## config.mk

```make
export PLATFORM = sky130hd
export DESIGN_NAME = trd_rx_framer
export DESIGN_NICKNAME = d
export VERILOG_FILES = /design/src/rtl/trd_pkg.sv /design/src/rtl/trd_lane_order.sv /design/src/rtl/trd_rx_framer.sv
export VERILOG_INCLUDE_DIRS = /design/src /design/src/rtl
export SDC_FILE = /design/constraint.sdc
export NUM_CORES = 1
export LEC_CHECK = 0
export BUFFER_PORTS_ARGS = -buffer_cell sky130_fd_sc_hd__buf_4
export CAP_MARGIN = 0
export CORE_ASPECT_RATIO = 1.4
export CORE_UTILIZATION = 39
export CTS_CLUSTER_SIZE = 12
export DETAILED_ROUTE_END_ITERATION = 12
export RECOVER_POWER = 25
export REMOVE_ABC_BUFFERS = 1
export SYNTH_ARGS = -nofsm -noshare
export SYNTH_HDL_FRONTEND = slang
export SYNTH_HIERARCHICAL = 1
export SYNTH_SLANG_ARGS = --single-unit
```

## constraint.sdc

```tcl
create_clock -name mclk -period 1.7 [get_ports mclk]
set_clock_uncertainty 0.2 [all_clocks]
set_input_delay 0.255 -clock mclk [delete_from_list [all_inputs] [get_ports mclk]]
set_output_delay 0.255 -clock mclk [all_outputs]
set_load 0.1 [all_outputs]
```

## src/rtl/trd_regs.svh

```systemverilog
// field positions, encodings and timing counts of the receive stream framer
`ifndef TRD_REGS_SVH
`define TRD_REGS_SVH

// header dword 0, lowest header byte in bits 31:24
`define TRD_FMT_DATA_BIT 30
`define TRD_FMT_FOUR_BIT 29
`define TRD_TYPE_HI 28
`define TRD_TYPE_LO 24
`define TRD_MSG_HI 28
`define TRD_MSG_LO 27
`define TRD_MSG_CODE 2'h2
`define TRD_TYPE_CPLD 5'h0A

// address dword (request) or lower address byte (completion)
`define TRD_QW_ADDR_BIT 2

// index of the last header dword
`define TRD_HDR_LAST_THREE 3'h2
`define TRD_HDR_LAST_FOUR 3'h3

// ready latency in cycles
`define TRD_READY_LATENCY 2

// slot count up to which a 128-bit word leaves its upper qword void
`define TRD_VOID_LIMIT 2

`endif

```

## src/rtl/trd_pkg.sv

```systemverilog
// types shared by the receive stream framer
package trd_pkg;

  typedef enum logic [1:0] {
    TRD_PH_HDR,
    TRD_PH_PAD,
    TRD_PH_PAY
  } trd_phase_type;

endpackage : trd_pkg

```

## src/rtl/trd_lane_order.sv

```systemverilog
// byte order of one dword as it is placed on the stream
`timescale 1ns/1ns
`default_nettype none

module trd_lane_order (
  // incoming dword, lowest numbered byte in bits 31:24
  input wire logic [31:0] dword_in,
  input wire logic payload_sel,
  // dword in stream lane order
  output logic [31:0] dword_out
);

  logic [31:0] swapped;

  // payload dword n: byte 4n+3 in the first position, 4n last
  genvar gi;
  generate
    for (gi = 0; gi < 4; gi = gi + 1) begin : g_byte
      assign swapped[8*gi +: 8] = dword_in[8*(3-gi) +: 8];
    end
  endgenerate

  // header dwords keep ascending byte order
  assign dword_out = payload_sel ? swapped : dword_in;

endmodule : trd_lane_order

`default_nettype wire

```

## src/rtl/trd_rx_framer.sv

```systemverilog
// receive stream framer: packs tlp dwords into qword-aligned stream words
//
// Behaviour
// messages are laid out like packets with a four-dword header
// header words carry four header bytes ascending, lowest byte first
// payload dword n carries bytes 4n+3, 4n+2, 4n+1, 4n in that order
// payload is always address aligned, even when no real address exists
// payload aligned to 64-bit qwords; unaligned start shifted within qword
// byte lanes in the skipped leading dword are undefined, left as zero
// request payload placement follows bit 2 of the request address
// completion payload placement follows bit 2 of the lower address
// address translation bits are never checked, no malformed flag
// stream word width is 64 or 128 bits
// first flag rises with valid only on a packet's first word
// last flag rises with valid only on a packet's final word
// in 128-bit mode a void flag marks an empty upper qword
// the sink raises accept when it can take data, drops it to throttle
// accept at cycle n makes n+2 a ready cycle; valid only then
// valid drops within 2 clocks of accept dropping, returns within 2
// buffer ecc error raises the error flag while valid is high
`timescale 1ns/1ns
`default_nettype none
`include "trd_regs.svh"

module trd_rx_framer #(
  parameter int DATA_W = 64
) (
  // clock and reset
  input wire logic mclk,
  input wire logic srst,
  // dwords from the transaction layer
  input wire logic [31:0] tl_dword,
  input wire logic tl_dword_valid,
  input wire logic tl_dword_first,
  input wire logic tl_dword_last,
  input wire logic tl_ecc_err,
  output logic tl_dword_ready,
  // stream towards the application
  output logic [DATA_W-1:0] rx_stream_payload,
  output logic rx_packet_first,
  output logic rx_packet_last,
  output logic rx_upper_qword_void,
  output logic rx_word_valid,
  output logic rx_uncorrectable_flag,
  input wire logic rx_sink_accept
);

  import trd_pkg::*;

  ////////////////////////////////////////////////////////////////////////////
  // sizes

  localparam int K = DATA_W / 32;
  localparam int CW = $clog2(K + 1);
  localparam int LAT = `TRD_READY_LATENCY;
  localparam logic [CW-1:0] K_CNT = CW'(K);
  localparam logic [CW-1:0] ONE_CNT = CW'(1);
  localparam logic [CW-1:0] VOID_CNT = CW'(`TRD_VOID_LIMIT);

  generate
    if (DATA_W != 64 && DATA_W != 128) begin : g_bad_width
      $error("trd_rx_framer: DATA_W must be 64 or 128");
    end
  endgenerate

  typedef struct packed {
    trd_phase_type phase;
    logic [DATA_W-1:0] acc;
    logic [CW-1:0] cnt;
    logic acc_first;
    logic acc_last;
    logic acc_err;
    logic acc_done;
    logic [2:0] hdr_idx;
    logic hdr_four;
    logic hdr_msg;
    logic has_data;
    logic align;
    logic [DATA_W-1:0] out_data;
    logic out_first;
    logic out_last;
    logic out_void;
    logic out_err;
    logic out_pend;
    logic valid;
    logic o_first;
    logic o_last;
    logic o_void;
    logic o_err;
    logic [LAT-1:0] rdy_pipe;
    logic in_ready;
  } trd_core_state_type;

  trd_core_state_type st_r;
  trd_core_state_type st_nxt;

  logic [31:0] lane_dword;
  logic take;

  ////////////////////////////////////////////////////////////////////////////
  // lane order

  trd_lane_order u_lane (
    .dword_in(tl_dword),
    .payload_sel(st_r.phase == TRD_PH_PAY),
    .dword_out(lane_dword)
  );

  assign take = st_r.in_ready && tl_dword_valid;

  ////////////////////////////////////////////////////////////////////////////
  // next state

  always_comb begin
    logic [2:0] idx_now;
    logic four_now;
    logic msg_now;
    logic data_now;
    logic last_hdr;
    logic bit2;
    idx_now = 3'h0;
    four_now = 1'b0;
    msg_now = 1'b0;
    data_now = 1'b0;
    last_hdr = 1'b0;
    bit2 = 1'b0;
    st_nxt = st_r;
    st_nxt.rdy_pipe = {st_r.rdy_pipe[LAT-2:0], rx_sink_accept};

    // a word shown in a ready cycle is taken by the sink
    if (st_r.valid) begin
      st_nxt.out_pend = 1'b0;
    end

    // hand a finished word to the output stage
    if (st_r.acc_done && !st_nxt.out_pend) begin
      st_nxt.out_data = st_r.acc;
      st_nxt.out_first = st_r.acc_first;
      st_nxt.out_last = st_r.acc_last;
      st_nxt.out_void = (K == 4) && st_r.acc_last && (st_r.cnt <= VOID_CNT);
      st_nxt.out_err = st_r.acc_err;
      st_nxt.out_pend = 1'b1;
      st_nxt.acc = '0;
      st_nxt.cnt = '0;
      st_nxt.acc_first = 1'b0;
      st_nxt.acc_last = 1'b0;
      st_nxt.acc_err = 1'b0;
      st_nxt.acc_done = 1'b0;
    end

    if (take) begin
      // pad slots stay zero; the sink must not read them
      st_nxt.acc[32*st_r.cnt +: 32] = lane_dword;
      st_nxt.cnt = st_r.cnt + ONE_CNT;
      if (tl_dword_first) begin
        st_nxt.acc_first = 1'b1;
        st_nxt.phase = TRD_PH_HDR;
      end
      if (st_r.phase == TRD_PH_HDR || tl_dword_first) begin
        idx_now = tl_dword_first ? 3'h0 : st_r.hdr_idx;
        msg_now = tl_dword_first ?
          (tl_dword[`TRD_MSG_HI:`TRD_MSG_LO] == `TRD_MSG_CODE) : st_r.hdr_msg;
        // messages always take the four-dword mapping
        four_now = tl_dword_first ?
          (tl_dword[`TRD_FMT_FOUR_BIT] || msg_now) : st_r.hdr_four;
        data_now = tl_dword_first ? tl_dword[`TRD_FMT_DATA_BIT] : st_r.has_data;
        st_nxt.hdr_msg = msg_now;
        st_nxt.hdr_four = four_now;
        st_nxt.has_data = data_now;
        st_nxt.hdr_idx = idx_now + 3'h1;
        // header byte 2 passes untouched; translation bits raise nothing

        last_hdr = (idx_now == (four_now ? `TRD_HDR_LAST_FOUR : `TRD_HDR_LAST_THREE));
        if (last_hdr) begin
          // request address and completion lower address share bit 2
          bit2 = tl_dword[`TRD_QW_ADDR_BIT];
          // a message has no usable address: start on a qword boundary
          st_nxt.align = msg_now ? 1'b0 : bit2;
          if (data_now && !tl_dword_last) begin
            st_nxt.phase = (st_nxt.cnt[0] != st_nxt.align) ?
              TRD_PH_PAD : TRD_PH_PAY;
          end
        end
      end
      if (tl_ecc_err) begin
        st_nxt.acc_err = 1'b1;
      end
      if (tl_dword_last) begin
        // an early end after an ecc error closes the packet just the same
        st_nxt.acc_last = 1'b1;
        st_nxt.acc_done = 1'b1;
        st_nxt.phase = TRD_PH_HDR;
      end
      if (st_nxt.cnt == K_CNT) begin
        st_nxt.acc_done = 1'b1;
      end
    end else if (st_r.phase == TRD_PH_PAD && !st_r.acc_done) begin
      // skip one dword slot so the payload lands at its byte address
      st_nxt.cnt = st_r.cnt + ONE_CNT;
      st_nxt.phase = TRD_PH_PAY;
      if (st_nxt.cnt == K_CNT) begin
        st_nxt.acc_done = 1'b1;
      end
    end

    // at least one bubble per word while the packer hands over, more while the output word waits; no extra buffer
    st_nxt.in_ready = !st_nxt.acc_done && (st_nxt.phase != TRD_PH_PAD);

    // valid only in cycles that accept opened two cycles before
    st_nxt.valid = st_nxt.out_pend && st_nxt.rdy_pipe[LAT-1];
    st_nxt.o_first = st_nxt.valid && st_nxt.out_first;
    st_nxt.o_last = st_nxt.valid && st_nxt.out_last;
    st_nxt.o_void = st_nxt.valid && st_nxt.out_void;
    st_nxt.o_err = st_nxt.valid && st_nxt.out_err;
  end

  always_ff @(posedge mclk) begin
    if (srst) begin
      st_r <= '0;
    end else begin
      st_r <= st_nxt;
    end
  end

  ////////////////////////////////////////////////////////////////////////////
  // outputs

  assign tl_dword_ready = st_r.in_ready;
  assign rx_stream_payload = st_r.out_data;
  assign rx_packet_first = st_r.o_first;
  assign rx_packet_last = st_r.o_last;
  assign rx_upper_qword_void = st_r.o_void;
  assign rx_word_valid = st_r.valid;
  assign rx_uncorrectable_flag = st_r.o_err;

  ////////////////////////////////////////////////////////////////////////////
  // checks

  logic in_pkt_r;

  always_ff @(posedge mclk) begin
    if (srst) begin
      in_pkt_r <= 1'b0;
    end else if (rx_word_valid && rx_packet_last) begin
      in_pkt_r <= 1'b0;
    end else if (rx_word_valid && rx_packet_first) begin
      in_pkt_r <= 1'b1;
    end
  end

  chk_valid_ready_cycle: assert property (
    @(posedge mclk) disable iff (srst)
    rx_word_valid |-> $past(rx_sink_accept, 2))
    else $error("valid outside a ready cycle");

  chk_valid_drop_bound: assert property (
    @(posedge mclk) disable iff (srst)
    $fell(rx_sink_accept) |-> ##[0:2] !rx_word_valid)
    else $error("valid held too long after accept fell");

  chk_valid_return_bound: assert property (
    @(posedge mclk) disable iff (srst)
    ($past(rx_sink_accept) && rx_sink_accept && st_r.out_pend && !rx_word_valid)
      |=> rx_word_valid)
    else $error("pending word not shown after accept returned");

  chk_first_opens_pkt: assert property (
    @(posedge mclk) disable iff (srst)
    (rx_packet_first |-> rx_word_valid) and
    (rx_word_valid && rx_packet_first |-> !in_pkt_r))
    else $error("first flag inside a packet or without valid");

  chk_last_closes_pkt: assert property (
    @(posedge mclk) disable iff (srst)
    (rx_packet_last |-> rx_word_valid) and
    (rx_word_valid && !rx_packet_first |-> in_pkt_r))
    else $error("word outside a packet or last without valid");

  chk_void_upper_only: assert property (
    @(posedge mclk) disable iff (srst)
    rx_upper_qword_void |-> (rx_packet_last && (DATA_W == 128)))
    else $error("void flag off the last word or in 64-bit mode");

  chk_err_with_valid: assert property (
    @(posedge mclk) disable iff (srst)
    rx_uncorrectable_flag |-> rx_word_valid)
    else $error("error flag without valid");

  chk_pad_parity: assert property (
    @(posedge mclk) disable iff (srst)
    (st_r.phase != TRD_PH_PAY) ##1 (st_r.phase == TRD_PH_PAY)
      |-> (st_r.cnt[0] == st_r.align))
    else $error("payload starts in the wrong dword of its qword");

  chk_msg_four_dword: assert property (
    @(posedge mclk) disable iff (srst)
    (take && tl_dword_first && (tl_dword[`TRD_MSG_HI:`TRD_MSG_LO] == `TRD_MSG_CODE))
      |=> st_r.hdr_four)
    else $error("message not mapped with four header dwords");

  chk_word_held: assert property (
    @(posedge mclk) disable iff (srst)
    (st_r.out_pend && !rx_word_valid) |=> $stable(rx_stream_payload))
    else $error("pending word changed before transfer");

  cov_padded_payload: cover property (
    @(posedge mclk) disable iff (srst)
    st_r.phase == TRD_PH_PAD);

  cov_back_to_back: cover property (
    @(posedge mclk) disable iff (srst)
    rx_word_valid ##1 rx_word_valid);

  cov_void_word: cover property (
    @(posedge mclk) disable iff (srst)
    rx_upper_qword_void);

  cov_error_word: cover property (
    @(posedge mclk) disable iff (srst)
    rx_uncorrectable_flag ##[1:8] rx_packet_last);

endmodule : trd_rx_framer

`default_nettype wire

```

# Word level (Yosys, flattened, before mapping)
# Index checks and enable logic that the tools add are counted.
dict set report totals {
  reg_bits 154
  in_bits 39
}
dict set report op_classes {
  addsub 3
  n_eq_ne 7
  shifts 2
  muxes 31
  n_reduce_logical 19
}
# operator count
set op_table {}
lappend op_table {{2-to-1 mux 70 bit} 1}
lappend op_table {{bitwise mux 64 bit} 1}
lappend op_table {{2-to-1 mux 64 bit} 1}
lappend op_table {{variable shift 32 x 34 -> 64 bit, first input constant} 1}
lappend op_table {{variable part select 32 x 34 -> 64 bit} 1}
lappend op_table {{negation 7 -> 34 bit} 1}
lappend op_table {{2-to-1 mux 32 bit} 1}
lappend op_table {{2-to-1 mux 2 bit} 10}
lappend op_table {{2-to-1 mux 1 bit} 14}
lappend op_table {{logical AND 1 bit} 10}
lappend op_table {{equality test 2 bit, second input constant} 3}
lappend op_table {{2-to-1 mux 3 bit} 2}
lappend op_table {{2-to-1 mux 5 bit} 1}
lappend op_table {{logical NOT 1 bit} 4}
lappend op_table {{adder 3 x 1 -> 3 bit, second input constant} 1}
lappend op_table {{equality test 3 x 2 -> 1 bit} 1}
lappend op_table {{nonzero test 3 bit} 1}
lappend op_table {{adder 2 x 1 -> 2 bit, second input constant} 1}
lappend op_table {{equality test 2 x 1 -> 1 bit, second input constant} 1}
lappend op_table {{logical NOT 2 bit} 1}
lappend op_table {{logical OR 1 bit} 2}
lappend op_table {{!= test 2 x 1 -> 1 bit, second input constant} 1}
lappend op_table {{AND reduction 2 bit} 1}
lappend op_table {{!= test 1 bit} 1}

# Logic depth before layout (Yosys ltp)
dict set report depth {
  ltp_word 12
  mapped_depth 8
  mapped_depth_nobuf 6
}

# Cells and area by module
# Netlist, hierarchy kept.
# module instances cells_per_inst area_each_um2 seq_area_each_um2
set by_module_without_submodules {}
lappend by_module_without_submodules {trd_rx_framer 1 689 6219.7 3083.0}
lappend by_module_without_submodules {trd_lane_order 1 36 544.3 0.0}

# Worst setup path before layout
# OpenSTA, ideal clock, no wires.
dict set report synth_timing {
  path_type {reg2reg}
  start {register st_r (netlist bit tl_dword_ready)}
  end {register st_r[103] (netlist bit)}
  setup_time_ps 65
  t_arrival_ps 1932
  path_slack_ps -498
  stages_incl_launch_ff 8
  n_path_buf 3
  cell_sequence {dfxtp_1 -> and2_4 -> buf_6 -> and4_1 -> buf_4 -> buf_6 -> a22oi_2 -> nor2_2}
}
dict set report synth_via {
  elab_chain_len 2
}
# item line_no
set synth_rtl {}
lappend synth_rtl {{from (decl)} trd_rx_framer.sv:94} ;# trd_core_state_type st_r;
lappend synth_rtl {{from (signal assigned)} trd_rx_framer.sv:221} ;# st_r <= st_nxt;
lappend synth_rtl {{logical AND 1 bit} trd_rx_framer.sv:109} ;# assign take = st_r.in_ready && tl_dword_valid;
lappend synth_rtl {{2-to-1 mux 64 bit} trd_rx_framer.sv:151} ;# if (take) begin
# No other way between the ends.
# A chain may end at the register's enable or synchronous reset.

# Worst setup path after layout
dict set report layout_timing {
  start {register st_r[88] (netlist bit)}
  end {register st_r (netlist bit tl_dword_ready)}
}
dict set report layout_via {
  elab_chain_len 10
}
# item line_no
set layout_rtl {}
lappend layout_rtl {{adder 2 x 1 -> 2 bit *} {trd_rx_framer.sv:154, trd_rx_framer.sv:199}}
lappend layout_rtl {{!= test 1 bit} trd_rx_framer.sv:180} ;# st_nxt.phase = (st_nxt.cnt[0] != st_nxt.align) ?
lappend layout_rtl {{2-to-1 mux 2 bit} trd_rx_framer.sv:180}
lappend layout_rtl {{2-to-1 mux 2 bit} trd_rx_framer.sv:179} ;# if (data_now && !tl_dword_last) begin
lappend layout_rtl {{2-to-1 mux 2 bit} trd_rx_framer.sv:174} ;# if (last_hdr) begin
lappend layout_rtl {{2-to-1 mux 2 bit} trd_rx_framer.sv:159} ;# if (st_r.phase == TRD_PH_HDR || tl_dword_first) begin
lappend layout_rtl {{2-to-1 mux 2 bit} trd_rx_framer.sv:188} ;# if (tl_dword_last) begin
lappend layout_rtl {{2-to-1 mux 2 bit} trd_rx_framer.sv:151}
lappend layout_rtl {{!= test 2 x 1 -> 1 bit} trd_rx_framer.sv:207} ;# st_nxt.in_ready = !st_nxt.acc_done && (st_nxt.phase != TRD_PH_PAD);
lappend layout_rtl {{logical AND 1 bit *} trd_rx_framer.sv:207}
# Mark *: on every way between the ends. The rest lies on a longest branch, timed or not.

==> summary.md <==
| Metric | Value |
|---|---|
| Status | completed |
| ANT cells | 0 |
| Final instance area | 0.00858 mm2 |
| Final worst path period share | 99.6% |
| CTS Buffer Depth | 2 |
| Area growth, synth to finish | 26.8% |
| I/O pins | 109 |
| Net count reported at finish | just over 800 |
| Initial Util | between 40% and 50% |
| Reg2Reg Setup Slack | 0.007 ns |
| Worst-Margin Slew | 0.489 ns |
| Overflow after GRT | 0 |
| Share of layout cells above drive strength 1 | approximately two fifths |
| Terminus of the critical flop-to-flop path | tl_dword_ready$_SDFF_PP0_ |
| Prevailing post-synth register cell | dfxtp_1 |
| Yosys top cell area share | 45.6% |
| Largest family of logic cells by synthesized area | simple AND/OR/NAND/NOR gates |
| Synth Register Bits | between 150 and 200 |
| Syn Inst Count | 725 |
| Antenna violations before repair | 0 |
| DRT iter0 DRCs | 225 |
| Post-synthesis sequential area ratio | a little under half |
| Largest net degree at the start of global routing | 55 |
| Placed Cells incl. Taps | 975 |
| Syn_area_per_cell | 9.33 um2 |
| Port bufs | 108 |
| Hold Crit Start | tl_dword[23] |
| Clk Latency, worst-skew pair | 0.42 ns |
| Crit Path Category | reg2reg |
| Detailed placer's ending HPWL | 10.5 mm |
| Req. time, crit path | 1.85 ns |
| DRT Wirelength | 16.0 mm |
| Vias/cell | between 5 and 6 |
| Post-synth EDFFs | 0 |
| Final hold vios | 0 |
| Max Fclk | 591 MHz |
| Simple-gate share of the synthesized area | 16.5% |
| Fillers | 1554 |
| Non-Filler Instances | 1029 |
| Worst Hold Class | in2reg |
| WL/cell | between 15 and 20 um |
| Post-DP Area | ~0.0074 mm2 |
| Fin util | 50.8% |
| Endpoint class of the critical path | register |
| Distinct cells, synth | 46 |
| CTS tree | built |
| CTS root buffer | clkbuf_16 |
| Rel. slew slack | 67.1% |
| Gp weighted congestion | around 0.79 |
| Max Slew Vio Count | 0 |
| Clk slew on worst S/H paths | about 0.060 ns |
| Min-Delay Path Depth | 4 |
| Power Density | between 900 and 1000 mW/mm2 |
| Num CTS Buffers | 17 |
| Synth area leader | dfxtp_1 |
| Dpl ws | -0.0850 ns |
| FP Rows | 56 |
| Final setup fails | 0 |
| Core box area | about 0.017 mm2 |
| Setup crit start kind | register |
| Peak supply drop | 0.507 mV |
| Number of global-route vias before repair | 5139 |
| Data arrival, critical path | 1.84 ns |
| Met2 track demand over resource | roughly a third |
| RSZ-0062 raised after global routing | true |
| Max Cap Viol | 0 |
| First-pass GRT wire length | 24.8 mm |
| H-tree levels | 4 |
| Reg2reg path depth | 6 |
| XOR/XNOR Fraction of Synth Area | less than 1% |
| Ys async rst share | 0% |
| Met1 Use GR | between 10% and 20% |
| Gr busiest metal | met2 |
| Adder-cell share of the synthesized area | 0.925% |
| Die W | 113 um |
| Final min period | 1.69 ns |
| Mux contribution to synthesized area | under 10% |
| Die height | 158 um |
| Synthesis warning total | 6 |
| Crit-path max FO | 6 |
| Hold EP | st_r[105]$_SDFF_PP0_ |
| Compound-Gate Fraction of Synth Area | 16.5% |
| Post-Syn Area | 0.00676 mm2 |
| Leak | 3.26 nW |
| Post-route setup slack | 0.00717 ns |
| First-pass iteration count of the detailed router | 5 |
| DIE AREA | 0.0179 mm2 |
| Area contributors post-synth | dfxtp_1 (46%), buf_4 (7.7%), nand2_1 (7.4%), mux2_4 (6.7%), a22oi_2 (5.7%) |
| Residual DRC | 0 |
| Routed via count | 5146 |
| TritonCTS Sinks | about 150 |
| Antenna Violating Nets Remaining | 0 |
| GRT Total Usage | 17.8% |
| Routing usage on met3 | 3.83% |
| Reg-to-Reg Start | st_r[88]$_SDFFE_PP0P_ |
## layer usage
layer	vias up	part of all wire (%)
li1	2509	-
met1	2486	42
met2	129	52
met3	22	3.6
met4	0	1.6
met5	-	0
## worst max path at each step
stage	end	start	depth (start not counted)
final	tl_dword_ready$_SDFF_PP0_	st_r[88]$_SDFFE_PP0P_	6
after global routing	tl_dword_ready$_SDFF_PP0_	st_r[88]$_SDFFE_PP0P_	6
after CTS	tl_dword_ready$_SDFF_PP0_	st_r[88]$_SDFFE_PP0P_	6
after detailed placement	st_r[102]$_SDFF_PP0_	st_r[89]$_SDFFE_PP0P_	7
after global placement	st_r[91]$_SDFF_PP0_	st_r[89]$_SDFFE_PP0P_	7
after floorplan	rx_packet_first$_SDFF_PP0_	rx_word_valid$_SDFF_PP0_	4
## timing repair
action                                  CTS  global route
cloned                                    3             3
hold buffers                              8             0
gates resized for setup                  24            33
buffers inserted                          7             3
endpoints found under the setup margin   61           106
endpoints found under the hold margin    13             0
pin swaps                                 4            28
## cell usage after synthesis (2+ instances only)
| cell type | count |
|---|---|
| o21ai_0 | 4 |
| buf_12 | 3 |
| nor3_1 | 7 |
| and3_1 | 2 |
| nand3_1 | 6 |
| xnor2_1 | 3 |
| nor2_1 | 55 |
| nor2b_1 | 5 |
| nor2_2 | 27 |
| buf_6 | 6 |
| buf_2 | 19 |
| nand2_1 | 134 |
| buf_4 | 69 |
| dfxtp_1 | 154 |
| a22oi_2 | 31 |
| mux2_4 | 30 |
| ha_1 | 5 |
| clkbuf_1 | 15 |
| buf_1 | 5 |
| a21oi_1 | 71 |
| nand4_1 | 2 |
| nand3b_1 | 2 |
| a22oi_1 | 36 |
| and4_1 | 2 |
| mux2_2 | 2 |
| inv_1 | 6 |
| mux2i_1 | 5 |
## placed cells by master, fill, tap and decap left out, types with 5 or more instances in the layout
cell type and count:
buf_4 122, buf_12 15, nor2_1 53, nor3_1 7, a22oi_2 58, dfxtp_1 150, mux2i_1 5, mux2_4 31
a21oi_1 71, clkbuf_16 20, nand2_1 134, nand3_1 5, nor2_2 28, a22oi_1 9, dlygate4sd3_1 8
## report_power, final
part / switching, mW / internal [mW] / leakage [nW]
logic: 0.428 / 0.356 / 1.74
clock network: 1.52 / 2.21 / 0.276
registers: 0.0399 / 3.66 / 1.25
## stage by stage
stage	hold WS (ns)	setup TNS, ns	power [mW]
global placement	0.244	0	4.43
global route	0.00996	-0.591	8.53
CTS	0.00556	-0.0130	8.28
detailed placement	0.248	-1.75	4.45
finish	0.0197	0	8.22
floorplan	0.122	-264.55	4.11
## cell families after synthesis
group           after synthesis
simple gates                252
fa+ha+maj                     5
compound gates              151
flops                       154
buf+inv                     123
mux                          37
xor+xnor                      3
## area by class of cell
| cell class | count | area (um2) | share of cell area, % |
|---|---|---|---|
| Clock buffer | 19 | 443 | 5.16 |
| Multi-Input combinational cell | 448 | 3080 | 35.9 |
| Tap cell | 232 | 290 | 3.38 |
| Timing Repair Buffer | 157 | 1510 | 17.6 |
| Sequential cell | 154 | 3090 | 36.0 |
| Clock inverter | 13 | 144 | 1.68 |
| Inverter | 6 | 25.0 | 0.292 |
## state kept, by name, indices dropped and copies added (netlist names)
name and flops:
st_r 83, rx_stream_payload 64, rx_uncorrectable_flag 1, rx_upper_qword_void 1
rx_packet_last 1, rx_packet_first 1, rx_word_valid 1, tl_dword_ready 1
st_nxt 1
## worst max-delay path: stages, from the launching register on
cell and delay [ns]:
dfxtp_2 0.33, buf_6 0.13, ha_2 0.19, or2_2 0.28, a221oi_2 0.24, o311ai_1 0.14
a21oi_1 0.12
Note: power is estimated with default switching activity, not from simulation.
